### src/verilog/afb_pkg.sv
// package: constants and carrier types for the flash bus host controller
// assumes a 20 MHz core clock; delays are given in ns and converted here
package afb_pkg;
    localparam int CLK_PERIOD_NS = 50;
    localparam int ADDR_W = 21;
    localparam int DATA_W = 8;
    // default delay figures, in ns
    localparam int CE_ACCESS_NS = 120;
    localparam int OE_ACCESS_NS = 50;
    localparam int WE_PULSE_NS = 50;
    localparam int MIN_RESET_PULSE_NS = 500;
    localparam int RESET_RECOVERY_NS = 50;
    localparam int RESET_READY_NS = 20000;
    // cycle counts: least times round up
    localparam int CE_ACCESS_CYC =
        (CE_ACCESS_NS + CLK_PERIOD_NS - 1) / CLK_PERIOD_NS;
    localparam int OE_ACCESS_CYC =
        (OE_ACCESS_NS + CLK_PERIOD_NS - 1) / CLK_PERIOD_NS;
    localparam int WE_PULSE_CYC =
        (WE_PULSE_NS + CLK_PERIOD_NS - 1) / CLK_PERIOD_NS;
    localparam int MIN_RESET_PULSE_CYC =
        (MIN_RESET_PULSE_NS + CLK_PERIOD_NS - 1) / CLK_PERIOD_NS;
    localparam int RESET_RECOVERY_CYC =
        (RESET_RECOVERY_NS + CLK_PERIOD_NS - 1) / CLK_PERIOD_NS;
    localparam int RESET_READY_CYC =
        (RESET_READY_NS + CLK_PERIOD_NS - 1) / CLK_PERIOD_NS;
    localparam int CNT_W = 16;

    // host-side request
    typedef struct packed {
        logic read;
        logic write;
        logic flash_reset;
        logic [ADDR_W-1:0] addr;
        logic [DATA_W-1:0] wdata;
    } afb_req_type;

    // pins towards the flash, active low controls except data_oe (active high)
    typedef struct packed {
        logic chip_sel_n;
        logic out_en_n;
        logic write_en_n;
        logic hw_reset_n;
        logic [ADDR_W-1:0] address_lines;
        logic [DATA_W-1:0] data_out;
        logic data_oe;
    } afb_pins_type;

    typedef enum logic [2:0] {
        ST_RESET, ST_RECOVER, ST_IDLE, ST_READ, ST_WRITE, ST_GAP
    } afb_state_type;
endpackage

### src/verilog/afb_host.sv
// host controller driving an asynchronous byte-wide flash over its pins
// assumes flash pin inputs are synchronous to core_clk
`timescale 1ns/1ns
module afb_host
    import afb_pkg::*;
#(
    // delay figures in core_clk cycles
    parameter int CE_CYC = CE_ACCESS_CYC,
    parameter int WE_CYC = WE_PULSE_CYC,
    parameter int RP_CYC = MIN_RESET_PULSE_CYC,
    parameter int RH_CYC = RESET_RECOVERY_CYC,
    parameter int READY_CYC = RESET_READY_CYC
) (
    // clock and reset
    input wire logic core_clk,
    input wire logic rst_n,
    input wire logic clk_en,
    // user request side
    input wire afb_req_type req,
    output logic req_ready,
    output logic rd_valid,
    output logic [DATA_W-1:0] rd_data,
    output logic busy,
    // flash pins
    output afb_pins_type pins,
    input wire logic [DATA_W-1:0] data_lines_in,
    input wire logic ready_busy_n
);
    afb_state_type state_reg, state_next;
    logic [CNT_W-1:0] cnt_reg, cnt_next;
    afb_pins_type pins_reg, pins_next;
    logic [DATA_W-1:0] rd_data_reg, rd_data_next;
    logic rd_valid_reg, rd_valid_next;
    logic ready_reg, ready_next;
    logic busy_reg, busy_next;

    function automatic logic [CNT_W-1:0] cyc(input int n);
        cyc = (n < 1) ? CNT_W'(1) : CNT_W'(n);
    endfunction

    always_comb begin
        state_next = state_reg;
        cnt_next = cnt_reg;
        pins_next = pins_reg;
        rd_data_next = rd_data_reg;
        rd_valid_next = 1'b0;
        ready_next = 1'b0;
        busy_next = busy_reg;
        if (cnt_reg != '0) begin
            cnt_next = cnt_reg - 1'b1;
        end
        case (state_reg)
            ST_RESET: begin
                // hold reset low, data released, no cycles
                pins_next.hw_reset_n = 1'b0;
                pins_next.chip_sel_n = 1'b1;
                pins_next.out_en_n = 1'b1;
                pins_next.write_en_n = 1'b1;
                pins_next.data_oe = 1'b0;
                if (cnt_reg == '0) begin
                    pins_next.hw_reset_n = 1'b1;
                    cnt_next = cyc(READY_CYC);
                    state_next = ST_RECOVER;
                end
            end
            ST_RECOVER: begin
                // wait for ready and recovery time, or leave when the ready time runs out
                if (ready_busy_n
                    && cnt_reg <= cyc(READY_CYC) - cyc(RH_CYC)) begin
                    state_next = ST_IDLE;
                    busy_next = 1'b0;
                    ready_next = 1'b1;
                end else if (cnt_reg == '0) begin
                    state_next = ST_IDLE;
                    busy_next = 1'b0;
                    ready_next = 1'b1;
                end
            end
            ST_IDLE: begin
                // standby: chip select high, reset high
                pins_next.chip_sel_n = 1'b1;
                pins_next.out_en_n = 1'b1;
                pins_next.write_en_n = 1'b1;
                pins_next.data_oe = 1'b0;
                ready_next = 1'b1;
                if (req.flash_reset) begin
                    // restarting aborted work is up to the user
                    busy_next = 1'b1;
                    ready_next = 1'b0;
                    cnt_next = cyc(RP_CYC);
                    state_next = ST_RESET;
                end else if (req.read) begin
                    // read cycle; id and status reads too
                    pins_next.chip_sel_n = 1'b0;
                    pins_next.out_en_n = 1'b0;
                    pins_next.address_lines = req.addr;
                    busy_next = 1'b1;
                    ready_next = 1'b0;
                    cnt_next = cyc(CE_CYC);
                    state_next = ST_READ;
                end else if (req.write) begin
                    // command write; address holds sector bits
                    pins_next.chip_sel_n = 1'b0;
                    pins_next.write_en_n = 1'b0;
                    pins_next.address_lines = req.addr;
                    pins_next.data_out = req.wdata;
                    pins_next.data_oe = 1'b1;
                    busy_next = 1'b1;
                    ready_next = 1'b0;
                    cnt_next = cyc(WE_CYC);
                    state_next = ST_WRITE;
                end
            end
            ST_READ: begin
                if (cnt_reg == '0) begin
                    rd_data_next = data_lines_in;
                    rd_valid_next = 1'b1;
                    // release output enable; data floats
                    pins_next.out_en_n = 1'b1;
                    pins_next.chip_sel_n = 1'b1;
                    state_next = ST_GAP;
                end
            end
            ST_WRITE: begin
                if (cnt_reg == '0) begin
                    pins_next.write_en_n = 1'b1;
                    state_next = ST_GAP;
                end
            end
            ST_GAP: begin
                // device may keep working after deselect
                pins_next.chip_sel_n = 1'b1;
                pins_next.data_oe = 1'b0;
                busy_next = 1'b0;
                ready_next = 1'b1;
                state_next = ST_IDLE;
            end
            default: begin
                state_next = ST_IDLE;
            end
        endcase
    end

    always_ff @(posedge core_clk or negedge rst_n) begin
        if (!rst_n) begin
            // power-up reset pulse puts device in read-array
            state_reg <= ST_RESET;
            cnt_reg <= CNT_W'(RP_CYC);
            pins_reg <= '{chip_sel_n: 1'b1, out_en_n: 1'b1,
                write_en_n: 1'b1, hw_reset_n: 1'b0,
                address_lines: '0, data_out: '0, data_oe: 1'b0};
            rd_data_reg <= '0;
            rd_valid_reg <= 1'b0;
            ready_reg <= 1'b0;
            busy_reg <= 1'b1;
        end else if (clk_en) begin
            state_reg <= state_next;
            cnt_reg <= cnt_next;
            pins_reg <= pins_next;
            rd_data_reg <= rd_data_next;
            rd_valid_reg <= rd_valid_next;
            ready_reg <= ready_next;
            busy_reg <= busy_next;
        end
    end

    assign pins = pins_reg;
    assign rd_data = rd_data_reg;
    assign rd_valid = rd_valid_reg;
    assign req_ready = ready_reg;
    assign busy = busy_reg;

    property p_read_pins;
        @(posedge core_clk) disable iff (!rst_n)
        (state_reg == ST_READ) |-> (!pins.chip_sel_n && !pins.out_en_n
            && pins.write_en_n && !pins.data_oe);
    endproperty
    a_read_pins: assert property (p_read_pins)
        else $error("bad read pins");

    property p_write_pins;
        @(posedge core_clk) disable iff (!rst_n)
        (state_reg == ST_WRITE) |-> (!pins.chip_sel_n && !pins.write_en_n
            && pins.out_en_n && pins.data_oe);
    endproperty
    a_write_pins: assert property (p_write_pins)
        else $error("bad write");

    property p_reset_quiet;
        @(posedge core_clk) disable iff (!rst_n)
        !pins.hw_reset_n |-> (pins.chip_sel_n && !pins.data_oe);
    endproperty
    a_reset_quiet: assert property (p_reset_quiet)
        else $error("reset busy");

    property p_oe_float;
        @(posedge core_clk) disable iff (!rst_n)
        !pins.out_en_n |-> !pins.data_oe;
    endproperty
    a_oe_float: assert property (p_oe_float) else $error("data clash");

    // idle means deselected, reset released, data lines released
    property p_standby;
        @(posedge core_clk) disable iff (!rst_n)
        req_ready |-> (pins.chip_sel_n && pins.hw_reset_n && !pins.data_oe);
    endproperty
    a_standby: assert property (p_standby)
        else $error("not in standby");

    // read data is taken as output enable and select are released
    property p_read_release;
        @(posedge core_clk) disable iff (!rst_n)
        rd_valid |-> (pins.chip_sel_n && pins.out_en_n);
    endproperty
    a_read_release: assert property (p_read_release)
        else $error("read not released");
endmodule

### config.mk
export PLATFORM = sky130hd
export DESIGN_NAME = afb_host
export DESIGN_NICKNAME = d
export VERILOG_FILES = /design/src/verilog/afb_pkg.sv /design/src/verilog/afb_host.sv
export SDC_FILE = /design/constraint.sdc
export NUM_CORES = 1
export LEC_CHECK = 0
export ABC_AREA = 1
export BUFFER_PORTS_ARGS = -buffer_cell sky130_fd_sc_hd__buf_4
export CORE_AREA = 2 2 69 97
export DETAILED_ROUTE_END_ITERATION = 12
export DIE_AREA = 0 0 71 99
export PLACE_DENSITY = 0.77
export SLEW_MARGIN = 20
export SYNTH_ARGS = -nofsm -noshare
export SYNTH_HDL_FRONTEND = slang
export SYNTH_SLANG_ARGS = --single-unit
### constraint.sdc
create_clock -name core_clk -period 2.1 [get_ports core_clk]
set_clock_uncertainty 0.1 [all_clocks]
set_input_delay 0.315 -clock core_clk [delete_from_list [all_inputs] [get_ports core_clk]]
set_output_delay 0.315 -clock core_clk [all_outputs]
set_load 0.01 [all_outputs]
==> run_results.csv <==
group,metric,value,unit
run_status,status,"finished clean",
synthesis,synth_area_leaders,"dfrtp_1, nand2_1, dfstp_2",
setup_path,critPathBufInv,2,
synthesis,synth-compound-area-share,7.13,%
routing,routed_wl,7040,µm
synthesis,synth_cells,364,
final_layout,drive_gt1_share,31.6,%
synthesis,yosysTopAreaCellShare,47.0,%
setup_path,cp.arrival,2.07,ns
pwr,cell_internal_pwr,0.00270,W
routing,antenna_left,0,
clock_tree,clk_latency,0.34,ns
floorplanning,dieArea,7030,µm²
pwr,combPwrFrac,32.3,%
setup_path,r2r_end,"cnt_reg[5]",
final_layout,insertedDiodeCount,0,
synthesis,yosysTopAreaCell,"dfrtp_1",
timing,setup_violations,0,
synthesis,synth_edf_count,0,
floorplanning,ios,89,
synthesis,yosysSeqAreaShare,52.1,%
setup_path,cpMostUsedCell,"nand2_1",
final_layout,largest_register_ffs,34,
setup_path,r2r_setup_slack,0.15,ns
pwr,p_leak,2.28,nW
routing,drcViolationCount,0,
clock_tree,clock_path_buffers,2,
pwr,vdd_drop_max,0.505,mV
clock_tree,cts_buffers,9,
synthesis,syn_avg_cell_area,8.49,µm²
final_layout,multi_input_area,1330,µm²
routing,drt_iter0_markers,94,
worst_hold_path,hold_path_class,"in -> reg",
final_layout,fin_nets,512,
synthesis,synth.most_common_cell,"nand2_1",
synthesis,synth_xor_area_share,1.13,%
synthesis,yosys.area_share.adder,1.22,%
setup_path,critPathMaxFanout,6,
global_route,grt_antenna_before_repair,0,
setup_path,max_stage_delay,0.54,ns
final_layout,seq_area,1610,µm²
setup_path,worstSetupPathType,"reg -> reg",
timing,worstMarginPinSlew,0.787,ns
clock_tree,cts.sinks,64,
synthesis,async_flop_share,100,%
final_layout,final_util,66.9,%
floorplanning,die_w,71,µm
timing,slew_headroom,47.5,%
global_route,grt_pass1_wl,12100,µm
routing,vias_per_cell,5.10,
floorplanning,rows,34,
global_route,grt_pass1_vias,2785,
setup_path,r2r-start,"cnt_reg[1]",
synthesis,synthSimpleGateAreaFrac,29.9,%
setup_path,cp.required,2.22,ns
final_layout,fillers,531,
pwr,switching_share,34.6,%
global_route,overflow,0,
placement,gp_congestion,0.912,
global_route,grt_max_degree,65,
pwr,clock_power_share,28.4,%
worst_hold_path,holdPathEnd,"pins[18]",
placement,port_buffers,88,
worst_hold_path,holdPathStages,3,
timing,rsz0062_at_grt,"no",
placement,dpl.hpwl,5330,µm
floorplanning,start_util,50.1,%
floorplanning,die_height,99,µm
flow_run,drv_cap,0,
floorplanning,core,6170,µm²
synthesis,netlist_area,3090,µm²
routing,vias,2757,
global_route,track_usage,21.8,%
setup_path,crit_family,"simple AND/OR/NAND/NOR gates",
setup_path,start_kind,"register",
synthesis,synth_ff_type,"dfrtp_1",
timing,hold_violations,0,
final_layout,area_growth,33.6,%
pwr,p_seq_share,39.3,%
synthesis,synth_top_family_by_area,"simple AND/OR/NAND/NOR gates",
synthesis,syn_nets,411,
synthesis,ys_warn_count,0,
setup_path,end_kind,"register",
timing,fmax,512,MHz
synthesis,synth_common_cells,"nand2_1, dfrtp_1, nor2_1",
timing,final.period_utilization,93.0,%
pwr,power.density,1000,nW/µm²
clock_tree,root_buffer,"clkbuf_8",
worst_hold_path,min_from,"req[17]",
synthesis,muxShareOfSynthArea,2.92,%
timing,slew_viol_final,0,
setup_path,crit_path_cell_trace,"inv_1 > ha_1 > nand2_1 > nor2_2 > nand2_2 > nand4_1 > buf_4 > nor2_1 > nand2_1 > nor3b_2",
clock_tree,htree_levels,3,
setup_path,ff2ff_path_depth,10,
pwr,switchingPower,0.00143,W
clock_tree,cts_tree,"built",
synthesis,synth-seq-cells,64,
routing,drt_pre_antenna_iters,4,
routing,wl_per_cell,13.0,µm
setup_path,crit_slowest_cell,"dfstp_2",
synthesis,synth_cell_types,37,
clock_tree,clkTransAtPathRegs,0.07,ns
timing,tns,0,ns
timing,layout_min_cycle_time,1.95,ns
## layout make-up
| type | instances | share of cell area [%] |
|---|---|---|
| Sequential cell | 64 | 39.0 |
| Multi-Input combinational cell | 261 | 32.3 |
| Timing Repair Buffer | 98 | 18.2 |
| Clock buffer | 12 | 3.76 |
| Inverter | 31 | 3.06 |
| Tap cell | 72 | 2.18 |
| Clock inverter | 3 | 1.58 |
## power by group through the flow
stage / clock (W) / combinational [W] / sequential, W
after floorplan: 0 / 0.000850 / 0.00163
after global placement: 0 / 0.00126 / 0.00163
after detailed placement: 0 / 0.00131 / 0.00163
after CTS: 0.00119 / 0.00131 / 0.00161
after global routing: 0.00125 / 0.00151 / 0.00165
final: 0.00117 / 0.00134 / 0.00162
## worst max-delay path by stage
| stage | from | cells after the start | end | slack, ns |
|---|---|---|---|---|
| finish | cnt_reg[1] | 10 | cnt_reg[5] | 0.15 |
| global placement | cnt_reg[1] | 8 | rd_data[1] | 0.21 |
| CTS | cnt_reg[1] | 10 | cnt_reg[11] | 0.07 |
| global route | cnt_reg[7] | 10 | cnt_reg[0] | 0.03 |
| detailed placement | cnt_reg[1] | 10 | cnt_reg[11] | 0.08 |
| floorplan | cnt_reg[10] | 11 | cnt_reg[0] | 0.21 |
## worst min-delay path, cell delays in order
cell and delay, ns:
buf_4 0.07, nand2_1 0.04, nand2_1 0.04
## layer usage
metal  global-route usage [%]  wire [µm]  vias to the layer above
li1                         -          -                     1375
met1                     24.6       2730                     1281
met2                     37.8       3690                       88
met3                     6.95        491                       13
met4                     8.71        136                        0
met5                        0          0                        -
## layout by cell type, fill, tap and decap left out, types with 2 or more instances in the layout
cell / instances
nor4_1: 3
o22ai_1: 3
bufinv_16: 2
nand4_1: 7
nand3_1: 13
ha_1: 3
xor2_1: 4
nor2_8: 3
buf_4: 96
mux2_2: 8
o21ai_0: 17
a31oi_1: 2
nor2_1: 27
inv_4: 2
dfrtp_1: 58
nand2_2: 2
nor3_1: 7
inv_1: 26
a21oi_1: 15
nor3b_2: 2
nor2_2: 5
dfstp_2: 6
nand2_1: 128
inv_2: 2
nor2_4: 3
clkbuf_8: 11
## kinds of logic after synthesis
group	after synthesis
xor gates and xnor gates	4
adders and majority gates	3
and+or+nand+nor	204
DFF	64
muxes	8
buffers and inverters	40
AOI/OAI and AO/OA	41
## per-stage QoR
stage | setup slack, ns | hold slack (ns) | power, W | cells | area (µm²)
final | 0.148 | 0.0635 | 0.00413 | 541 | 4130
after global routing | 0.0256 | 0.0571 | 0.00441 | 541 | 4130
after CTS | 0.0710 | 0.0544 | 0.00412 | 539 | 4100
after detailed placement | 0.0819 | 0.348 | 0.00294 | 523 | 3870
after global placement | 0.206 | 0.342 | 0.00289 | 523 | 3870
after floorplan | 0.212 | -0.0806 | 0.00248 | 364 | 3090
## timing repair
item	in CTS	in global routing
setup buffers	0	1
setup endpoints to repair	0	5
hold buffers	1	0
hold endpoints to repair	58	0
resized for setup	0	6
(Power assumes the default switching activity.)
